<file path="src/rtl/usp_pkg.sv">
// Constants and carrier types for the serial-to-SPI byte bridge.
// Assumes CLOCK_I is the subsystem clock that times both links.
package usp_pkg;
  localparam int          CLK_HZ         = 200_000_000;
  localparam int          CLK_PERIOD_NS  = 5;
  localparam int          BAUD_BPS       = 9600;
  localparam logic [15:0] BIT_PERIOD_CNT = 16'(CLK_HZ / BAUD_BPS);
  localparam logic [15:0] HALF_BIT_CNT   = 16'(CLK_HZ / BAUD_BPS / 2);
  localparam logic [7:0]  SPI_DIV_DEF    = 8'H01;
  localparam int          DATA_BITS      = 8;
  localparam logic [2:0]  LAST_BIT       = 3'H7;
  localparam logic [3:0]  LAST_EDGE      = 4'HF;
  localparam int          FIFO_DEPTH     = 32;
  localparam logic        LINE_IDLE      = 1'H1;

  typedef enum logic [3:0] {
    RX_IDLE = 4'H1, RX_START = 4'H2, RX_DATA = 4'H4, RX_STOP = 4'H8
  } usp_rx_e;
  typedef enum logic [3:0] {
    TX_IDLE = 4'H1, TX_START = 4'H2, TX_DATA = 4'H4, TX_STOP = 4'H8
  } usp_tx_e;
  typedef enum logic [1:0] {
    SPI_IDLE = 2'H1, SPI_RUN = 2'H2
  } usp_spi_e;

  // One byte with its presence bit
  typedef struct packed {
    logic       valid;
    logic [7:0] data;
  } usp_hold_s;
endpackage : usp_pkg

</file>
<file path="src/rtl/usp_fifo.sv">
// Synchronous FIFO with valid/ready on both sides.
// Assumes one clock; the drain side may stall freely.
`timescale 1ns/100ps
`default_nettype none
module usp_fifo #(
  parameter int WIDTH = 8,
  parameter int DEPTH = 32
) (
  input  wire logic             clk_i,
  input  wire logic             rstn_i,
  input  wire logic             in_valid_i,
  output logic                  in_ready_o,
  input  wire logic [WIDTH-1:0] in_data_i,
  output logic                  out_valid_o,
  input  wire logic             out_ready_i,
  output logic      [WIDTH-1:0] out_data_o
);
  localparam int AW = $clog2(DEPTH);
  logic [WIDTH-1:0] mem [DEPTH];
  logic [AW-1:0]    wr_ptr;
  logic [AW-1:0]    rd_ptr;
  logic [AW:0]      count;
  logic             push;
  logic             pop;

  // Honest full and empty from the occupancy count
  assign in_ready_o  = (count != (AW+1)'(DEPTH));
  assign out_valid_o = (count != '0);
  assign push        = in_valid_i && in_ready_o;
  assign pop         = out_valid_o && out_ready_i;
  assign out_data_o  = mem[rd_ptr];

  // Storage has no reset; only pointers and count carry reset state
  always_ff @(posedge clk_i) begin
    if (push) begin
      mem[wr_ptr] <= in_data_i;
    end
  end

  // Pointers wrap naturally since depth is a power of two
  always_ff @(posedge clk_i or negedge rstn_i) begin
    if (!rstn_i) begin
      wr_ptr <= '0;
      rd_ptr <= '0;
      count  <= '0;
    end else begin
      if (push) wr_ptr <= wr_ptr + 1'H1;
      if (pop) rd_ptr <= rd_ptr + 1'H1;
      if (push && !pop) count <= count + 1'H1;
      else if (pop && !push) count <= count - 1'H1;
    end
  end
endmodule : usp_fifo
`default_nettype wire

</file>
<file path="src/rtl/usp_bridge.sv">
// Serial-to-SPI bridge: serial bytes in go out over SPI, replies go back.
// Assumes CLOCK_I is the subsystem clock and all inputs are synchronous.
// What this block does
// - SPI master, three wires, idle-low clock
// - SPI runs only after a received serial byte
// - Serial byte out over SPI, reply returned
// - Done flag, then start, eight bits, stop
// - Falling edge on idle line starts reception
// - Sample eight bits, hand byte to SPI
// - Serial reception continues while a reply is sent
// - Eight bits, LSB first, no parity, one stop
// - Next queued byte waits in the FIFO until the reply is sent
// - A held reply blocks the next SPI exchange
// - Bit period is clock over baud rate
// - SPI clock is half the subsystem clock
// - Default serial rate is 9600 bps
// - Back-to-back serial bytes queue up to 32 deep; more are dropped
// - No SPI transfer while serial send busy
// - SPI divider keeps clock within slave limit
`timescale 1ns/100ps
`default_nettype none
module usp_bridge #(
  parameter logic [15:0] BIT_PERIOD   = usp_pkg::BIT_PERIOD_CNT,
  parameter logic [15:0] HALF_BIT     = usp_pkg::HALF_BIT_CNT,
  parameter logic [7:0]  SPI_DIV_HALF = usp_pkg::SPI_DIV_DEF
) (
  input  wire logic CLOCK_I,
  input  wire logic RSTN_I,
  input  wire logic UART_RX_I,
  output logic      UART_TX_O,
  output logic      SPI_SCLK_O,
  output logic      SPI_MOSI_O,
  input  wire logic SPI_MISO_I,
  output logic      SPI_RX_DONE_O,
  output logic      RX_FIFO_READY_O
);
  import usp_pkg::*;

  usp_rx_e    rx_state;
  usp_tx_e    tx_state;
  usp_spi_e   spi_state;
  logic       rx_prev;
  logic [15:0] rx_timer;
  logic [2:0] rx_bit;
  logic [7:0] rx_sh;
  logic       rx_push;
  logic       fifo_valid;
  logic [7:0] fifo_data;
  logic       spi_start;
  logic [7:0] spi_div;
  logic       spi_tick;
  logic       spi_rise;
  logic       spi_fall;
  logic       spi_last;
  logic [3:0] spi_edge;
  logic [7:0] spi_tx_sh;
  logic [7:0] spi_rx_sh;
  logic [7:0] next_rx;
  logic       spi_done;
  usp_hold_s  hold;
  logic       tx_take;
  logic [15:0] tx_timer;
  logic [2:0] tx_bit;
  logic [7:0] tx_sh;

  // Previous line level for falling-edge detection
  always_ff @(posedge CLOCK_I or negedge RSTN_I) begin
    if (!RSTN_I) begin
      rx_prev <= LINE_IDLE;
    end else begin
      rx_prev <= UART_RX_I;
    end
  end

  // Serial receiver; returns to idle mid-stop so the next start is seen
  always_ff @(posedge CLOCK_I or negedge RSTN_I) begin
    if (!RSTN_I) begin
      rx_state <= RX_IDLE;
      rx_timer <= 16'H0000;
      rx_bit   <= 3'H0;
      rx_sh    <= 8'H00;
      rx_push  <= 1'H0;
    end else begin
      rx_push <= 1'H0;
      case (rx_state)
        RX_IDLE: begin
          if (rx_prev && !UART_RX_I) begin
            rx_state <= RX_START;
            rx_timer <= HALF_BIT - 16'H0001;
          end
        end
        RX_START: begin
          if (rx_timer == 16'H0000) begin
            // A glitch that is high again at mid-bit is not a start
            if (!UART_RX_I) begin
              rx_state <= RX_DATA;
              rx_timer <= BIT_PERIOD - 16'H0001;
              rx_bit   <= 3'H0;
            end else begin
              rx_state <= RX_IDLE;
            end
          end else begin
            rx_timer <= rx_timer - 16'H0001;
          end
        end
        RX_DATA: begin
          if (rx_timer == 16'H0000) begin
            rx_sh    <= {UART_RX_I, rx_sh[7:1]};
            rx_timer <= BIT_PERIOD - 16'H0001;
            rx_bit   <= rx_bit + 3'H1;
            if (rx_bit == LAST_BIT) begin
              rx_state <= RX_STOP;
            end
          end else begin
            rx_timer <= rx_timer - 16'H0001;
          end
        end
        RX_STOP: begin
          if (rx_timer == 16'H0000) begin
            rx_state <= RX_IDLE;
            // Framing errors are dropped silently
            rx_push  <= UART_RX_I;
          end else begin
            rx_timer <= rx_timer - 16'H0001;
          end
        end
        default: begin
          rx_state <= RX_IDLE;
        end
      endcase
    end
  end

  // Queue decouples reception from the one-at-a-time exchange
  usp_fifo #(
    .WIDTH (DATA_BITS),
    .DEPTH (FIFO_DEPTH)
  ) u_rx_fifo (
    .clk_i       (CLOCK_I),
    .rstn_i      (RSTN_I),
    .in_valid_i  (rx_push),
    .in_ready_o  (RX_FIFO_READY_O),
    .in_data_i   (rx_sh),
    .out_valid_o (fifo_valid),
    .out_ready_i (spi_start),
    .out_data_o  (fifo_data)
  );

  // Start only with a queued byte, serial transmitter idle and buffer free
  assign spi_start = fifo_valid && (spi_state == SPI_IDLE)
                     && (tx_state == TX_IDLE) && !hold.valid;
  assign spi_tick  = (spi_state == SPI_RUN) && (spi_div == SPI_DIV_HALF - 8'H01);
  assign spi_rise  = spi_tick && !SPI_SCLK_O;
  assign spi_fall  = spi_tick && SPI_SCLK_O;
  assign spi_last  = spi_fall && (spi_edge == LAST_EDGE);
  assign next_rx   = {spi_rx_sh[6:0], SPI_MISO_I};

  // Divider; default toggles each cycle, raise it for slow slaves
  always_ff @(posedge CLOCK_I or negedge RSTN_I) begin
    if (!RSTN_I) begin
      spi_div <= 8'H00;
    end else if (spi_state != SPI_RUN || spi_tick) begin
      spi_div <= 8'H00;
    end else begin
      spi_div <= spi_div + 8'H01;
    end
  end

  // SPI master: MOSI changes on rise, MISO sampled on fall, MSB first
  always_ff @(posedge CLOCK_I or negedge RSTN_I) begin
    if (!RSTN_I) begin
      spi_state  <= SPI_IDLE;
      SPI_SCLK_O <= 1'H0;
      SPI_MOSI_O <= 1'H0;
      spi_edge   <= 4'H0;
      spi_tx_sh  <= 8'H00;
      spi_rx_sh  <= 8'H00;
    end else begin
      case (spi_state)
        SPI_IDLE: begin
          SPI_SCLK_O <= 1'H0;
          if (spi_start) begin
            spi_state <= SPI_RUN;
            spi_tx_sh <= fifo_data;
            spi_edge  <= 4'H0;
          end
        end
        SPI_RUN: begin
          if (spi_tick) begin
            SPI_SCLK_O <= !SPI_SCLK_O;
            spi_edge   <= spi_edge + 4'H1;
          end
          if (spi_rise) begin
            SPI_MOSI_O <= spi_tx_sh[7];
            spi_tx_sh  <= {spi_tx_sh[6:0], 1'H0};
          end
          if (spi_fall) begin
            spi_rx_sh <= next_rx;
          end
          if (spi_last) begin
            spi_state <= SPI_IDLE;
          end
        end
        default: begin
          spi_state <= SPI_IDLE;
        end
      endcase
    end
  end

  // Done flag is a one-cycle pulse after the last falling edge
  always_ff @(posedge CLOCK_I or negedge RSTN_I) begin
    if (!RSTN_I) begin
      spi_done <= 1'H0;
    end else begin
      spi_done <= spi_last;
    end
  end
  assign SPI_RX_DONE_O = spi_done;

  // Holding buffer; a fresh reply beats the transmitter's take
  always_ff @(posedge CLOCK_I or negedge RSTN_I) begin
    if (!RSTN_I) begin
      hold <= '0;
    end else if (spi_last) begin
      hold <= '{valid: 1'H1, data: next_rx};
    end else if (tx_take) begin
      hold.valid <= 1'H0;
    end
  end

  assign tx_take = (tx_state == TX_IDLE) && hold.valid;

  // Serial transmitter, each symbol one bit period long
  always_ff @(posedge CLOCK_I or negedge RSTN_I) begin
    if (!RSTN_I) begin
      tx_state  <= TX_IDLE;
      UART_TX_O <= LINE_IDLE;
      tx_timer  <= 16'H0000;
      tx_bit    <= 3'H0;
      tx_sh     <= 8'H00;
    end else begin
      case (tx_state)
        TX_IDLE: begin
          UART_TX_O <= LINE_IDLE;
          if (tx_take) begin
            tx_state  <= TX_START;
            tx_sh     <= hold.data;
            UART_TX_O <= 1'H0;
            tx_timer  <= BIT_PERIOD - 16'H0001;
          end
        end
        TX_START: begin
          if (tx_timer == 16'H0000) begin
            tx_state  <= TX_DATA;
            UART_TX_O <= tx_sh[0];
            tx_sh     <= {1'H0, tx_sh[7:1]};
            tx_bit    <= 3'H0;
            tx_timer  <= BIT_PERIOD - 16'H0001;
          end else begin
            tx_timer <= tx_timer - 16'H0001;
          end
        end
        TX_DATA: begin
          if (tx_timer == 16'H0000) begin
            tx_timer <= BIT_PERIOD - 16'H0001;
            tx_bit   <= tx_bit + 3'H1;
            if (tx_bit == LAST_BIT) begin
              tx_state  <= TX_STOP;
              UART_TX_O <= LINE_IDLE;
            end else begin
              UART_TX_O <= tx_sh[0];
              tx_sh     <= {1'H0, tx_sh[7:1]};
            end
          end else begin
            tx_timer <= tx_timer - 16'H0001;
          end
        end
        TX_STOP: begin
          if (tx_timer == 16'H0000) begin
            tx_state <= TX_IDLE;
          end else begin
            tx_timer <= tx_timer - 16'H0001;
          end
        end
        default: begin
          tx_state <= TX_IDLE;
        end
      endcase
    end
  end

  // Checks on the design's own outputs and states
  a_tx_idle_high: assert property (@(posedge CLOCK_I) disable iff (!RSTN_I)
    (tx_state == TX_IDLE) && $past(tx_state == TX_IDLE) |-> UART_TX_O)
    else $error("serial output not high while idle");

  a_tx_start_low: assert property (@(posedge CLOCK_I) disable iff (!RSTN_I)
    $rose(tx_state == TX_START) |-> !UART_TX_O && $past(hold.valid))
    else $error("start bit not low or no held byte");

  a_tx_stop_high: assert property (@(posedge CLOCK_I) disable iff (!RSTN_I)
    (tx_state == TX_STOP) |-> UART_TX_O)
    else $error("stop bit not high");

  a_spi_needs_byte: assert property (@(posedge CLOCK_I) disable iff (!RSTN_I)
    $rose(spi_state == SPI_RUN) |-> $past(fifo_valid) && $past(tx_state == TX_IDLE))
    else $error("SPI began without a queued byte");

  a_spi_tx_apart: assert property (@(posedge CLOCK_I) disable iff (!RSTN_I)
    (spi_state == SPI_RUN) |-> (tx_state == TX_IDLE))
    else $error("SPI ran during serial transmit");

  a_sclk_idle_low: assert property (@(posedge CLOCK_I) disable iff (!RSTN_I)
    (spi_state == SPI_IDLE) |-> !SPI_SCLK_O)
    else $error("SPI clock not low while idle");

  a_done_pulse: assert property (@(posedge CLOCK_I) disable iff (!RSTN_I)
    spi_done |-> hold.valid ##1 !spi_done)
    else $error("done flag not a single pulse with data");

  a_hold_newest: assert property (@(posedge CLOCK_I) disable iff (!RSTN_I)
    spi_last |=> hold.valid && (hold.data == $past(next_rx)))
    else $error("holding buffer missed newest byte");

  a_rx_half_wait: assert property (@(posedge CLOCK_I) disable iff (!RSTN_I)
    $rose(rx_state == RX_START) |-> (rx_timer == HALF_BIT - 16'H0001))
    else $error("start wait not a half bit");

  a_rx_push_stop: assert property (@(posedge CLOCK_I) disable iff (!RSTN_I)
    rx_push |-> $past(rx_state == RX_STOP) && $past(UART_RX_I) && (rx_state == RX_IDLE))
    else $error("byte queued outside a valid stop bit");

  // Data may only move together with a rising SPI clock
  a_mosi_on_rise: assert property (@(posedge CLOCK_I) disable iff (!RSTN_I)
    $changed(SPI_MOSI_O) |-> $rose(SPI_SCLK_O))
    else $error("MOSI moved off a rising SPI clock");

  // A held reply blocks the next exchange, so nothing is overwritten
  a_spi_hold_free: assert property (@(posedge CLOCK_I) disable iff (!RSTN_I)
    $rose(spi_state == SPI_RUN) |-> !$past(hold.valid))
    else $error("SPI began while a reply was held");

  a_done_after_run: assert property (@(posedge CLOCK_I) disable iff (!RSTN_I)
    spi_done |-> $past(spi_state == SPI_RUN))
    else $error("done flag without a finished transfer");
endmodule : usp_bridge
`default_nettype wire

</file>
<file path="config.mk">
export PLATFORM = sky130hd
export DESIGN_NAME = usp_bridge
export DESIGN_NICKNAME = d
export VERILOG_FILES = /design/src/rtl/usp_pkg.sv /design/src/rtl/usp_fifo.sv /design/src/rtl/usp_bridge.sv
export SDC_FILE = /design/constraint.sdc
export NUM_CORES = 1
export LEC_CHECK = 0
export ABC_AREA = 1
export BUFFER_PORTS_ARGS = -buffer_cell sky130_fd_sc_hd__buf_4
export CAP_MARGIN = 10
export CORE_AREA = 2 2 193 195
export CTS_CLUSTER_DIAMETER = 60
export DETAILED_ROUTE_END_ITERATION = 8
export DIE_AREA = 0 0 195 197
export PLACE_DENSITY_LB_ADDON = 0.25
export SLEW_MARGIN = 15
export SYNTH_ARGS = -nofsm -noshare
export SYNTH_HDL_FRONTEND = slang
export SYNTH_HIERARCHICAL = 1
export SYNTH_SLANG_ARGS = --single-unit
</file>
<file path="constraint.sdc">
create_clock -name CLOCK_I -period 2.6 [get_ports CLOCK_I]
set_input_delay 0.52 -clock CLOCK_I [delete_from_list [all_inputs] [get_ports CLOCK_I]]
set_output_delay 0.52 -clock CLOCK_I [all_outputs]
set_load 0.05 [all_outputs]
</file>
Word level (Yosys, flattened, before mapping)
Memories as Yosys holds them, arrays and structs flattened.
Cells that the tools add are included.
{ "word_totals": {"input_bits": 4, "ramBits": 256, "memories": 1, "ff_bits": 122, "wordCells": 176, "output_inout_bits": 5} }
{ "classes": {"n_addsub": 10, "muxes": 60, "eq_ne": 34, "n_reduce_logical": 47} }
{ "mem_list": {"columns": ["memory", "words", "word_bits", "rd", "rd_clocked_by_memory_dff", "write_ports", "line", "source"], "rows": [
  ["u_rx_fifo.mem", 32, 8, 1, 0, 1, "usp_fifo.sv:19", "logic [WIDTH-1:0] mem [DEPTH];"]
]} }
{ "op_table": {"columns": ["cell", "n"], "rows": [
  ["$mux 16", 8],
  ["$pmux 16 s4", 1],
  ["$mux 8", 7],
  ["$mux 4", 12],
  ["$pmux 16 s3", 1],
  ["$ne 2x2->1 const B", 18],
  ["$logic_not 16->1", 2],
  ["$pmux 4 s4", 2],
  ["$sub 16x1->16 const B", 2],
  ["$pmux 8 s3", 1],
  ["$mux 3", 6],
  ["$pmux 8 s2", 1],
  ["$reduce_and 3->1", 5],
  ["$reduce_and 5->1", 3],
  ["$logic_and 1x1->1", 13],
  ["$eq 4x4->1 const B", 3],
  ["$mux 6", 2],
  ["$pmux 3 s2", 2],
  ["$mux 1", 11],
  ["$add 5x1->5 const B", 2],
  ["$reduce_and 2->1", 5],
  ["$reduce_bool 2->1", 5],
  ["$add 8x1->8 const B", 1],
  ["$eq 4x1->1 const B", 2],
  ["other kinds (25)", 36]
]} }

Depth between registers and ports, before layout
Gate-level depths: netlist of run 1.
{ "logic_depth": {"depth_word": 8, "mapped_depth": 18, "ltp_nobuf": 18} }

By module
The synthesis of run 1 kept the hierarchy.
{ "by_module_without_submodules": {"columns": ["mod", "n_inst", "area_each_um2", "cells_each", "seq_area_each_um2"], "rows": [
  ["usp_fifo", 1, 11917.7, 1145, 8087.8],
  ["usp_bridge", 1, 5962.0, 797, 2658.8]
]} }

Worst setup path before layout of run 1
OpenSTA, ideal clock, no wires.
{ "synth_path": {"path_kind": "flip-flop to flip-flop", "startpoint": "register u_rx_fifo.count[0]", "endpoint": "register u_rx_fifo.count[3]", "required_ps": 2474, "n_path_buf": 0, "synth_period_minus_slack_ps": 2786, "arrival_ps": 2660, "path_stages_with_launch": 15, "setup_time_ps": 126, "setup_slack_ps": -186, "cell_sequence": "dfrtp_1 > inv_1 > nand3_1 > inv_1 > nand3b_1 > nand2_2 > inv_1 > ha_1 > inv_1 > ha_1 > nand2_1 > nand3_1 > or2_2 > nand3_1 > o21ai_0"} }
{ "synth_via": {"elab_cells_between_ends": 16, "cone_classes": "add/sub: 2; eq/ne: 1; mux: 2; reduce/logical: 11"} }
{ "synth_rtl": {"columns": ["element", "line", "source"], "rows": [
  ["from (decl)", "usp_fifo.sv:22", "logic [AW:0] count;"],
  ["from (signal assigned)", "usp_fifo.sv:49", "if (push && !pop) count <= count + 1'H1;"],
  ["from (signal assigned)", "usp_fifo.sv:50", "else if (pop && !push) count <= count - 1'H1;"],
  ["$ne 6x6->1 *", "usp_fifo.sv:27", "assign in_ready_o = (count != (AW+1)'(DEPTH));"],
  ["via RX_FIFO_READY_O", "usp_bridge.sv:35", "output logic RX_FIFO_READY_O"],
  ["$logic_and 1x1->1 *", "usp_fifo.sv:29", "assign push = in_valid_i && in_ready_o;"],
  ["via u_rx_fifo.push", "usp_fifo.sv:23", "logic push;"],
  ["$logic_not 1->1", "usp_fifo.sv:50", null],
  ["$logic_and 1x1->1", "usp_fifo.sv:50", null],
  ["$reduce_bool 2->1 (no source line)", null, null]
]} }
Mark *: on every way through the listed nets, which the timed path passes. The rest lies on a longest branch. The select of a mux whose other input is x is not followed.
A chain may end at the register's enable or synchronous reset.

Worst setup path in the final report of run 1
{ "layout_path": {"startpoint": "register u_rx_fifo.wr_ptr[0]", "endpoint": "memory u_rx_fifo.mem[20][6], enable pin"} }
{ "layout_rtl": {"columns": ["element", "line", "source"], "rows": [
  ["from (decl)", "usp_fifo.sv:20", "logic [AW-1:0] wr_ptr;"],
  ["from (signal assigned)", "usp_fifo.sv:47", "if (push) wr_ptr <= wr_ptr + 1'H1;"],
  ["to (decl)", "usp_fifo.sv:19", null]
]} }
Straight into the memory's write port.

==> metrics, run 1 <==
status=complete, no violations; Syn Nets=1971; total CTS buffers=43; most common cell after layout, fill and taps aside=nand2_1; maximum clock insertion buffer count=3; Syn Inst Count=1942; TritonCTS clock tree=done; period utilisation layout=94.4%; row cnt=70; GR Util met2=35.1%; post-route antenna net violation count=0; Area growth, synth to finish=13.5%; hold violation total from the final report=0; Post-Syn Area=17900 sq um; RePlAce Congestion=0.894; crit path DAT=2.61 ns; first-pass detailed-route iteration total=6; Placeable Area=36300 sq um; synth warn=6; buffers added on ports=8; Starting DRT DRC Count=900; crit-path max FO=8; highest clock rate=407 MHz; CTS H-Tree Depth=2; final wirelength=39500 um; worst path cell trace=inv_1, ha_1, clkinv_1, nor3_1; Avg Cell Area, Syn=9.21 sq um; Netlist cell types=43; share of cells above drive strength 1=9.61%; sequential fraction of the synthesis area=60.1%; Crit. End Element=flop; Tot GR Track Use=21.2%; die span in y=197 um; simple-gate area share of the yosys netlist=25.9%; Die Footprint=38400 sq um; Post-layout nets=2004; peak supply drop=0.574 mV; most frequent cells in the layout=nand2_1, edfxtp_1, nand3_1, inv_1, dfrtp_1; detailed placement HPWL=25300 um; Global Route met1 Usage=28.5%; CP Buf/Inv Count=2; power per cell area=940 nW/um^2; WL per Instance=15.9 um; vias in the first global route=12800; met3 Resource Use GR=3.27%; worst-margin pin slew=1.21 ns; slowest CP cell=nor3_1; Clock Latency Late Sink=0.54 ns; worst min path class=in2reg; post-synthesis mux area share=0.441%; Initial Util=49.3%; crit path time final=2.45 ns; global routing's busiest layer=met2; Max stage delay on crit path=1.06 ns; Reg clk slew, reported paths=0.06 ns; Startpoint Class=flop; Filler cells=3163; Post-synth EDFFs=256; post-synthesis adder-cell area fraction=1.79%; vias=12900; dominant register cell in the synthesized netlist=edfxtp_1; GR Overflow Total=0; CTS Sinks=378; XOR/XNOR share of the synthesized area=0.882%; Crit path max-delay family=simple AND/OR/NAND/NOR gates; RSZ-0062 raised after global routing=no; first-pass GRT wire length=65200 um; total of max-cap violations=0; drt via density=5.22; # setup viols final=0; io pins=9; Leak Pwr=9.10 nW; Setup Skew=0.0144 ns; initial antenna violation count=0; die width=195 um; main combinational cell family by area after synthesis=simple AND/OR/NAND/NOR gates; DRC=0; Crit path required time=2.75 ns; Root Buffer=clkbuf_16; post-synthesis compound-gate area fraction=3.67%; number of synthesized register bits=378; max_slew headroom=18.6%; Crit Path Category=reg2reg; pin count of the biggest net entering global routing=77; fraction of registers with async set/reset=32.3%; count of final max-slew check failures=0; final hold slack=0.107 ns; total negative setup slack=0 ns
-- final cells by class --
type                       instances  area [sq um]  share of cell area (%)
multi-input combinational       1250          5930                    29.2
tap                              468           586                    2.89
antenna                            1          2.50                  0.0123
clock inverter                    21           297                    1.46
clock buffer                      57          1240                    6.12
timing repair buffer              56           544                    2.68
inverter                         246           932                    4.60
sequential                       378         10800                    53.0
-- report_power, final --
| group | total [mW] | internal, mW | switching (mW) |
|---|---|---|---|
| clock | 6.45 | 4.06 | 2.39 |
| sequential | 7.06 | 6.76 | 0.307 |
| combinational | 5.56 | 1.78 | 3.78 |
-- Yosys cell counts, types with 16 or more instances --
cell type	count	area, sq um
nand2_1	675	2530
edfxtp_1	256	7690
nand3_1	238	1190
inv_1	233	875
dfrtp_1	117	2930
nor2_1	92	345
o21ai_0	57	285
buf_2	47	235
nor3_1	36	180
ha_1	24	300
a21oi_1	22	110
nand4_1	16	100
xor2_1	16	140
-- cells by family after synthesis --
kind of cell	Yosys count
and+or+nand+nor	1086
adders and majority gates	25
buffers and inverters	314
AOI/OAI and AO/OA	114
xor gates and xnor gates	18
DFF	378
muxes	7
-- timing repair --
| action | in CTS | in global routing |
|---|---|---|
| endpoints found under the setup margin | 0 | 2 |
| endpoints found under the hold margin | 47 | 0 |
| hold buffers | 1 | 0 |
| buffers inserted | 0 | 2 |
| gates resized for setup | 0 | 1 |
-- metrics by stage --
stage	power [mW]	instance area (sq um)	util (%)	instances	setup WS, ns
after global routing	20.2	20300	55.9	2476	0.0225
after floorplan	11.2	18000	-	1942	0.00319
final	19.1	20300	55.9	2477	0.145
after detailed placement	12.7	18700	51.5	2394	0.146
after CTS	19.2	20200	55.7	2473	0.125
after global placement	12.6	18700	51.5	2394	0.184
-- final timing paths --
path	startpoint	to	slack, ns	cells after the start
min reg2reg	spi_tx_sh[3]	spi_tx_sh[3]	0.47	2
max in group asynchronous	RSTN_I	rx_state[0]	1.25	3
min	UART_RX_I	rx_prev	0.11	1
min in group asynchronous	RSTN_I	u_rx_fifo/wr_ptr[0]	0.59	2
max	u_rx_fifo/wr_ptr[0]	u_rx_fifo/mem[20][6]	0.15	4
max reg2reg	u_rx_fifo/wr_ptr[0]	u_rx_fifo/mem[20][6]	0.15	4
-- per-layer routing --
metal  routed length [um]  share of wire (%)
met2                18500                 47
met5                    0                  0
met1                17600                 45
met3                 2180                5.5
met4                 1120                2.8
-- registers in the layout, summed over array words and instances, names as in the netlist, 2 cells and up --
register	cells
rx_state	4
tx_bit	3
u_rx_fifo/wr_ptr	5
spi_edge	4
spi_rx_sh	7
spi_div	8
u_rx_fifo/count	6
tx_state	4
spi_state	2
rx_bit	3
rx_sh	8
u_rx_fifo/rd_ptr	5
tx_sh	8
tx_timer	16
rx_timer	16
spi_tx_sh	8
hold	9
u_rx_fifo/mem	256
Power figures use the tool's default switching activity.
==> run 2, diff against run 1 <==
- clock period: 2.6 -> 2 ns (I/O delays scaled with it)
==> run 2 against run 1 <==
  * The flow now finishes with violations (setup timing)
  * Final cell count increased by 4.0%
  * Worst setup slack got worse by 0.23 ns
  * Combinational power increased by 72%
  * Sequential share of layout area decreased by 4.0 points
  * Sequential cell count unchanged
  * Utilization increased by 4.6 points
  * Clock power increased by 23%
  * Count of clock-buffer cells in the layout increased by 1
  * Critical path depth increased by 9
  * Die area unchanged
  * Highest routed layer unchanged
  * Clock skew decreased by 0.00082 ns
==> metrics, run 2 (same netlist as run 1, synthesis figures left out) <==
status=finished with violations; failing checks=setup timing; io pins=9 (unchanged); Crit. End Element=flop; die span in y=197 um (unchanged); largest reg by FF count=u_rx_fifo/mem; DRC=0 (unchanged); RSZ-0062 raised after global routing=yes; WL per Instance=17.2 um (+8.1%); maximum clock insertion buffer count=3 (unchanged); Die Footprint=38400 sq um (unchanged); Post-layout nets=2103 (+4.9%); TritonCTS clock tree=done; largest registers=u_rx_fifo/mem (256), rx_timer (16), tx_timer (16); peak supply drop=0.708 mV (+23%); final hold slack=0.101 ns (-0.00527 ns); Tot GR Track Use=21.6% (+0.41 points); # setup viols final=5 (+5); GR Overflow Total=0 (unchanged); buffers added on ports=8 (unchanged); Root Buffer=clkbuf_16; vias in the first global route=12800 (-0.37%); Crit Path Category=reg2reg; RePlAce Congestion=0.878 (-1.8%); total CTS buffers=42 (-2.3%); share of cells above drive strength 1=17.2% (+7.6 points); Post-Layout Cell Count=2576 (+4.0%); detailed placement HPWL=26200 um (+3.3%); final wirelength=44300 um (+12%); total of max-cap violations=0 (unchanged); highest clock rate=481 MHz (+18%); Reg clk slew, reported paths=0.06 ns (about the same); worst-margin pin slew=1.05 ns (-0.163 ns); post-route antenna net violation count=0 (unchanged); Initial Util=49.3% (unchanged); most common cell after layout, fill and taps aside=nand2_1; crit path DAT=2.50 ns (-0.11 ns); design area=22000 sq um (+8.3%); die width=195 um (unchanged); total negative setup slack=-0.240 ns (-0.240 ns); vias=13800 (+6.5%); Filler cells=3013 (-4.7%); crit-path max FO=5 (-3); Area growth, synth to finish=22.8%; most frequent cells in the layout=nand2_1, edfxtp_1, nand3_1, inv_1, dfrtp_1; initial antenna violation count=0 (unchanged); Clock Latency Late Sink=0.54 ns (about the same); Crit path required time=2.42 ns (-0.33 ns); period utilisation layout=104% (+9.6 points); Setup Skew=0.0135 ns (-0.000824 ns); Placed Cells=2447 (+2.2%); crit path time final=2.08 ns (-0.374 ns); overall power=26.6 mW (+39%); worst min path class=in2reg; setup ws final=-0.0806 ns (-0.226 ns); row cnt=70 (unchanged); count of final max-slew check failures=0 (unchanged); drt via density=5.35 (+2.4%); final core occ=60.6% (+4.6 points); CTS Sinks=378 (unchanged); power per cell area=1210 nW/um^2 (+29%); Leak Pwr=10.1 nW (+11%); first-pass GRT wire length=66000 um (+1.2%); Post-DP Area=19400 sq um (+4.2%); hold violation total from the final report=0 (unchanged); Starting DRT DRC Count=1243 (+38%); DP Worst Slack=-0.185 ns (-0.331 ns); first-pass detailed-route iteration total=6 (unchanged); max_slew headroom=30.1% (+12 points); number of flip-flops in the largest register=256 (unchanged); Placeable Area=36300 sq um (unchanged); pin count of the biggest net entering global routing=75 (-2.6%); Startpoint Class=flop; CTS H-Tree Depth=2 (unchanged)
run 2: cell types whose count changed in the layout (fill, tap and decap cells not counted), sizes merged:
cell         delta
inv             -3
nand4           +1
clkinvlp        +2
dlygate4sd3     +1
clkbuf         +12
clkinv          +2
buf            +86
bufinv          -2
run 2: cell type report:
cell class	instances	area [sq um]	share of cell area (%)
antenna	1	2.50	0.0114
clock buffer	58	1200	5.49
clock inverter	19	220	1.00
inverter	246	950	4.32
multi-input combinational	1251	6460	29.4
sequential	378	10800	49.0
tap	468	586	2.67
timing repair buffer	154	1760	8.00
timing repair inverter	1	30.0	0.137
run 2: what timing repair did:
action / 4_1_cts / 5_1_grt
endpoints found under the hold margin: 47 / 0
setup endpoints to repair: 6 / 159
resized for setup: 11 / 80
pin swaps: 12 / 42
hold buffers: 2 / 0
cloned: 0 / 19
setup buffers: 4 / 26
run 2: power breakdown:
group	total, mW	switching (mW)	internal [mW]	leakage [nW]
Clock	7.91	3.05	4.85	0.690
Combinational	9.54	5.79	3.75	5.25
Sequential	9.15	0.364	8.78	4.11
Total	26.6	9.20	17.4	10.1
run 2: path summary, 6_finish.rpt:
| kind | depth (start not counted) | slack (ns) | end | start |
|---|---|---|---|---|
| worst max-delay path | 13 | -0.08 | u_rx_fifo/count[3] | tx_state[0] |
| worst min-delay path | 3 | 0.10 | hold[0] | SPI_MISO_I |
| worst max register to register | 13 | -0.08 | u_rx_fifo/count[3] | tx_state[0] |
| worst min register to register | 2 | 0.47 | spi_tx_sh[3] | spi_tx_sh[3] |
| max in group asynchronous | 3 | 0.93 | rx_state[0] | RSTN_I |
| min in group asynchronous | 2 | 0.42 | tx_state[2] | RSTN_I |
run 2: per-layer routing:
| metal | wire [um] | vias up | track usage [%] |
|---|---|---|---|
| li1 | - | 6603 | - |
| met4 | 1280 | 0 | 6.64 |
| met1 | 18500 | 6555 | 29.4 |
| met5 | 0 | - | 0 |
| met2 | 21200 | 527 | 35.6 |
| met3 | 3320 | 93 | 3.70 |
run 2: worst max-delay path, cell delays in order (launching register included):
cell and delay (ns):
dfstp_2 0.56, nand3_4 0.11, nor2_8 0.12, nand3_4 0.08, inv_2 0.07, nand2_2 0.07, ha_4 0.19, inv_8 0.08
ha_4 0.20, nand2_2 0.06, nand3_2 0.10, or2_4 0.24, nand3_2 0.05, o21ai_1 0.05
==> run 3, diff against run 2 <==
- PLACE_DENSITY: unset -> 0.68
- PLACE_DENSITY_LB_ADDON: 0.25 -> unset
- clock period: 2 -> 2.28 ns (I/O delays scaled with it)
==> run 3 against run 2 <==
  * The run now ends clean
  * Power is 21% lower
  * Routed wire length is 13% lower
  * Sequential share of layout area is 3.8 points higher
  * Critical path type unchanged
  * Critical endpoint unchanged
  * Largest power group is now sequential cells
==> metrics, run 3 (same netlist as run 1, synthesis figures left out) <==
status=complete, no violations; maximum clock insertion buffer count=3 (unchanged); Tot GR Track Use=20.8% (-0.80 points); Leak Pwr=9.05 nW (-9.9%); count of final max-slew check failures=0 (unchanged); power per cell area=1030 nW/um^2 (-15%); # setup viols final=0 (-5); Reg2Reg Depth=14 (+1); worst hold start=UART_RX_I; Worst Setup SP=tx_state[3]; Placeable Area=36300 sq um (unchanged); final wirelength=38700 um (-13%); CTS H-Tree Depth=2 (unchanged); crit path time final=2.18 ns (+0.103 ns); Root Buffer=clkbuf_16; TritonCTS clock tree=done; flop-to-flop setup slack=0.1 ns (+0.18 ns); max_slew headroom=47.4% (+17 points); Area growth, synth to finish=13.9%; largest reg by FF count=u_rx_fifo/mem; worst-margin pin slew=0.788 ns (-0.261 ns); Post-layout nets=2018 (-4.0%); Crit path required time=2.71 ns (+0.29 ns); ant diodes=0 (-1); io pins=9 (unchanged); most common cell after layout, fill and taps aside=nand2_1; buffers added on ports=8 (unchanged); total of max-cap violations=0 (unchanged); largest registers=u_rx_fifo/mem (256), rx_timer (16), tx_timer (16); crit path DAT=2.62 ns (+0.12 ns); share of cells above drive strength 1=11.5% (-5.7 points); crit-path max FO=5 (unchanged); Crit. End Element=flop; first-pass GRT wire length=63900 um (-3.1%); worst path cell trace=nor2_4, nand3_4, nor2_8, nand3_4, inv_2, nand2_2, ha_4, inv_8, ha_4, nand3_4, nand3_4, or2_4, nand3_2, o21ai_2; post-route antenna net violation count=0 (unchanged); Post-DP Area=19000 sq um (-2.4%); Filler cells=3148 (+4.5%); period utilisation layout=95.8% (-8.2 points); detailed placement HPWL=24900 um (-5.0%); drt via density=5.19 (-2.9%); pin count of the biggest net entering global routing=67 (-11%); highest clock rate=458 MHz (-4.7%); die width=195 um (unchanged); Crit path top cell by count=nand3_4; Initial Util=49.3% (unchanged); number of flip-flops in the largest register=256 (unchanged); total CTS buffers=42 (unchanged); Clock Latency Late Sink=0.55 ns (about the same); WL per Instance=15.6 um (-9.6%); Post-Layout Cell Count=2488 (-3.4%); GR Overflow Total=0 (unchanged); worst reg2reg startpoint=tx_state[3]; final hold slack=0.0428 ns (-0.0585 ns); worst min path class=in2reg; row cnt=70 (unchanged); overall power=20.9 mW (-21%); design area=20400 sq um (-7.2%); CTS Sinks=378 (unchanged); Startpoint Class=flop; RePlAce Congestion=0.877 (about the same); vias in the first global route=12400 (-3.2%); die span in y=197 um (unchanged); Hold Path Stages=1 (-2); Reg clk slew, reported paths=0.06 ns (about the same); initial antenna violation count=0 (unchanged); DRC=0 (unchanged); Crit Path Category=reg2reg; Starting DRT DRC Count=911 (-27%); slowest CP cell=dfrtp_1; peak supply drop=0.586 mV (-17%); Max stage delay on crit path=0.41 ns (-0.15 ns); Die Footprint=38400 sq um (unchanged); most frequent cells in the layout=nand2_1, edfxtp_1, nand3_1, inv_1, dfrtp_1; first-pass detailed-route iteration total=5 (-1); vias=12900 (-6.3%); hold violation total from the final report=0 (unchanged); Setup Skew=0.0231 ns (+0.00952 ns); Placed Cells=2406 (-1.7%)
## run 3: cell types whose count changed in the layout (fill, tap and decap cells not counted), sizes merged, moves of 2 or more
| cell | delta |
|---|---|
| buf | -70 |
| clkbuf | -18 |
| clkinv | +6 |
| bufinv | -4 |
| inv | +2 |
## run 3: worst paths after layout
check / to
max: u_rx_fifo/count[3]
min: rx_prev
max reg2reg: u_rx_fifo/count[3]
min reg2reg: spi_tx_sh[0]
max in group asynchronous: UART_TX_O
min in group asynchronous: u_rx_fifo/wr_ptr[4]
## run 3: power by group
group / switching [mW] / leakage (nW) / total (mW) / internal (mW)
clock network: 2.63 / 0.615 / 6.22 / 3.59
registers: 0.322 / 4.11 / 8.03 / 7.71
logic: 4.39 / 4.33 / 6.66 / 2.27
total: 7.34 / 9.05 / 20.9 / 13.6
## run 3: through the flow
step	util [%]	setup WS (ns)	TNS, ns
6_report	56.2	0.0959	0
5_1_grt	56.2	-0.00860	-0.0146
4_1_cts	55.8	0.0485	0
3_5_place_dp	52.3	-0.0137	-0.0137
3_3_place_gp	52.3	-0.0212	-0.0212
2_1_floorplan	-	-0.310	-1.10
## run 3: layout make-up
type | count | area, sq um | share of cell area, %
sequential | 378 | 10800 | 52.8
multi-input combinational | 1250 | 6130 | 30.1
clock buffer | 52 | 1120 | 5.50
inverter | 246 | 935 | 4.59
timing repair buffer | 71 | 706 | 3.46
tap | 468 | 586 | 2.87
clock inverter | 23 | 143 | 0.700
## run 3: layer usage
metal / share of wire (%) / global-route usage (%)
met1: 46 / 28.7
met2: 47 / 34.0
met3: 5.2 / 2.93
met4: 2.6 / 6.96
met5: 0 / 0
## run 3: critical path: cells and delay by family, from the launching register on
kind,cells,cell delay [ns]
buffers and inverters,2,0.16
AOI/OAI and AO/OA,1,0.05
and+or+nand+nor,9,1.06
DFF,1,0.41
adders and majority gates,2,0.41
## run 3: what timing repair did
item	in CTS	in global routing
resized for setup	2	14
hold buffers	1	0
endpoints found under the hold margin	46	0
pin swaps	0	9
setup buffers	0	6
endpoints found under the setup margin	1	4
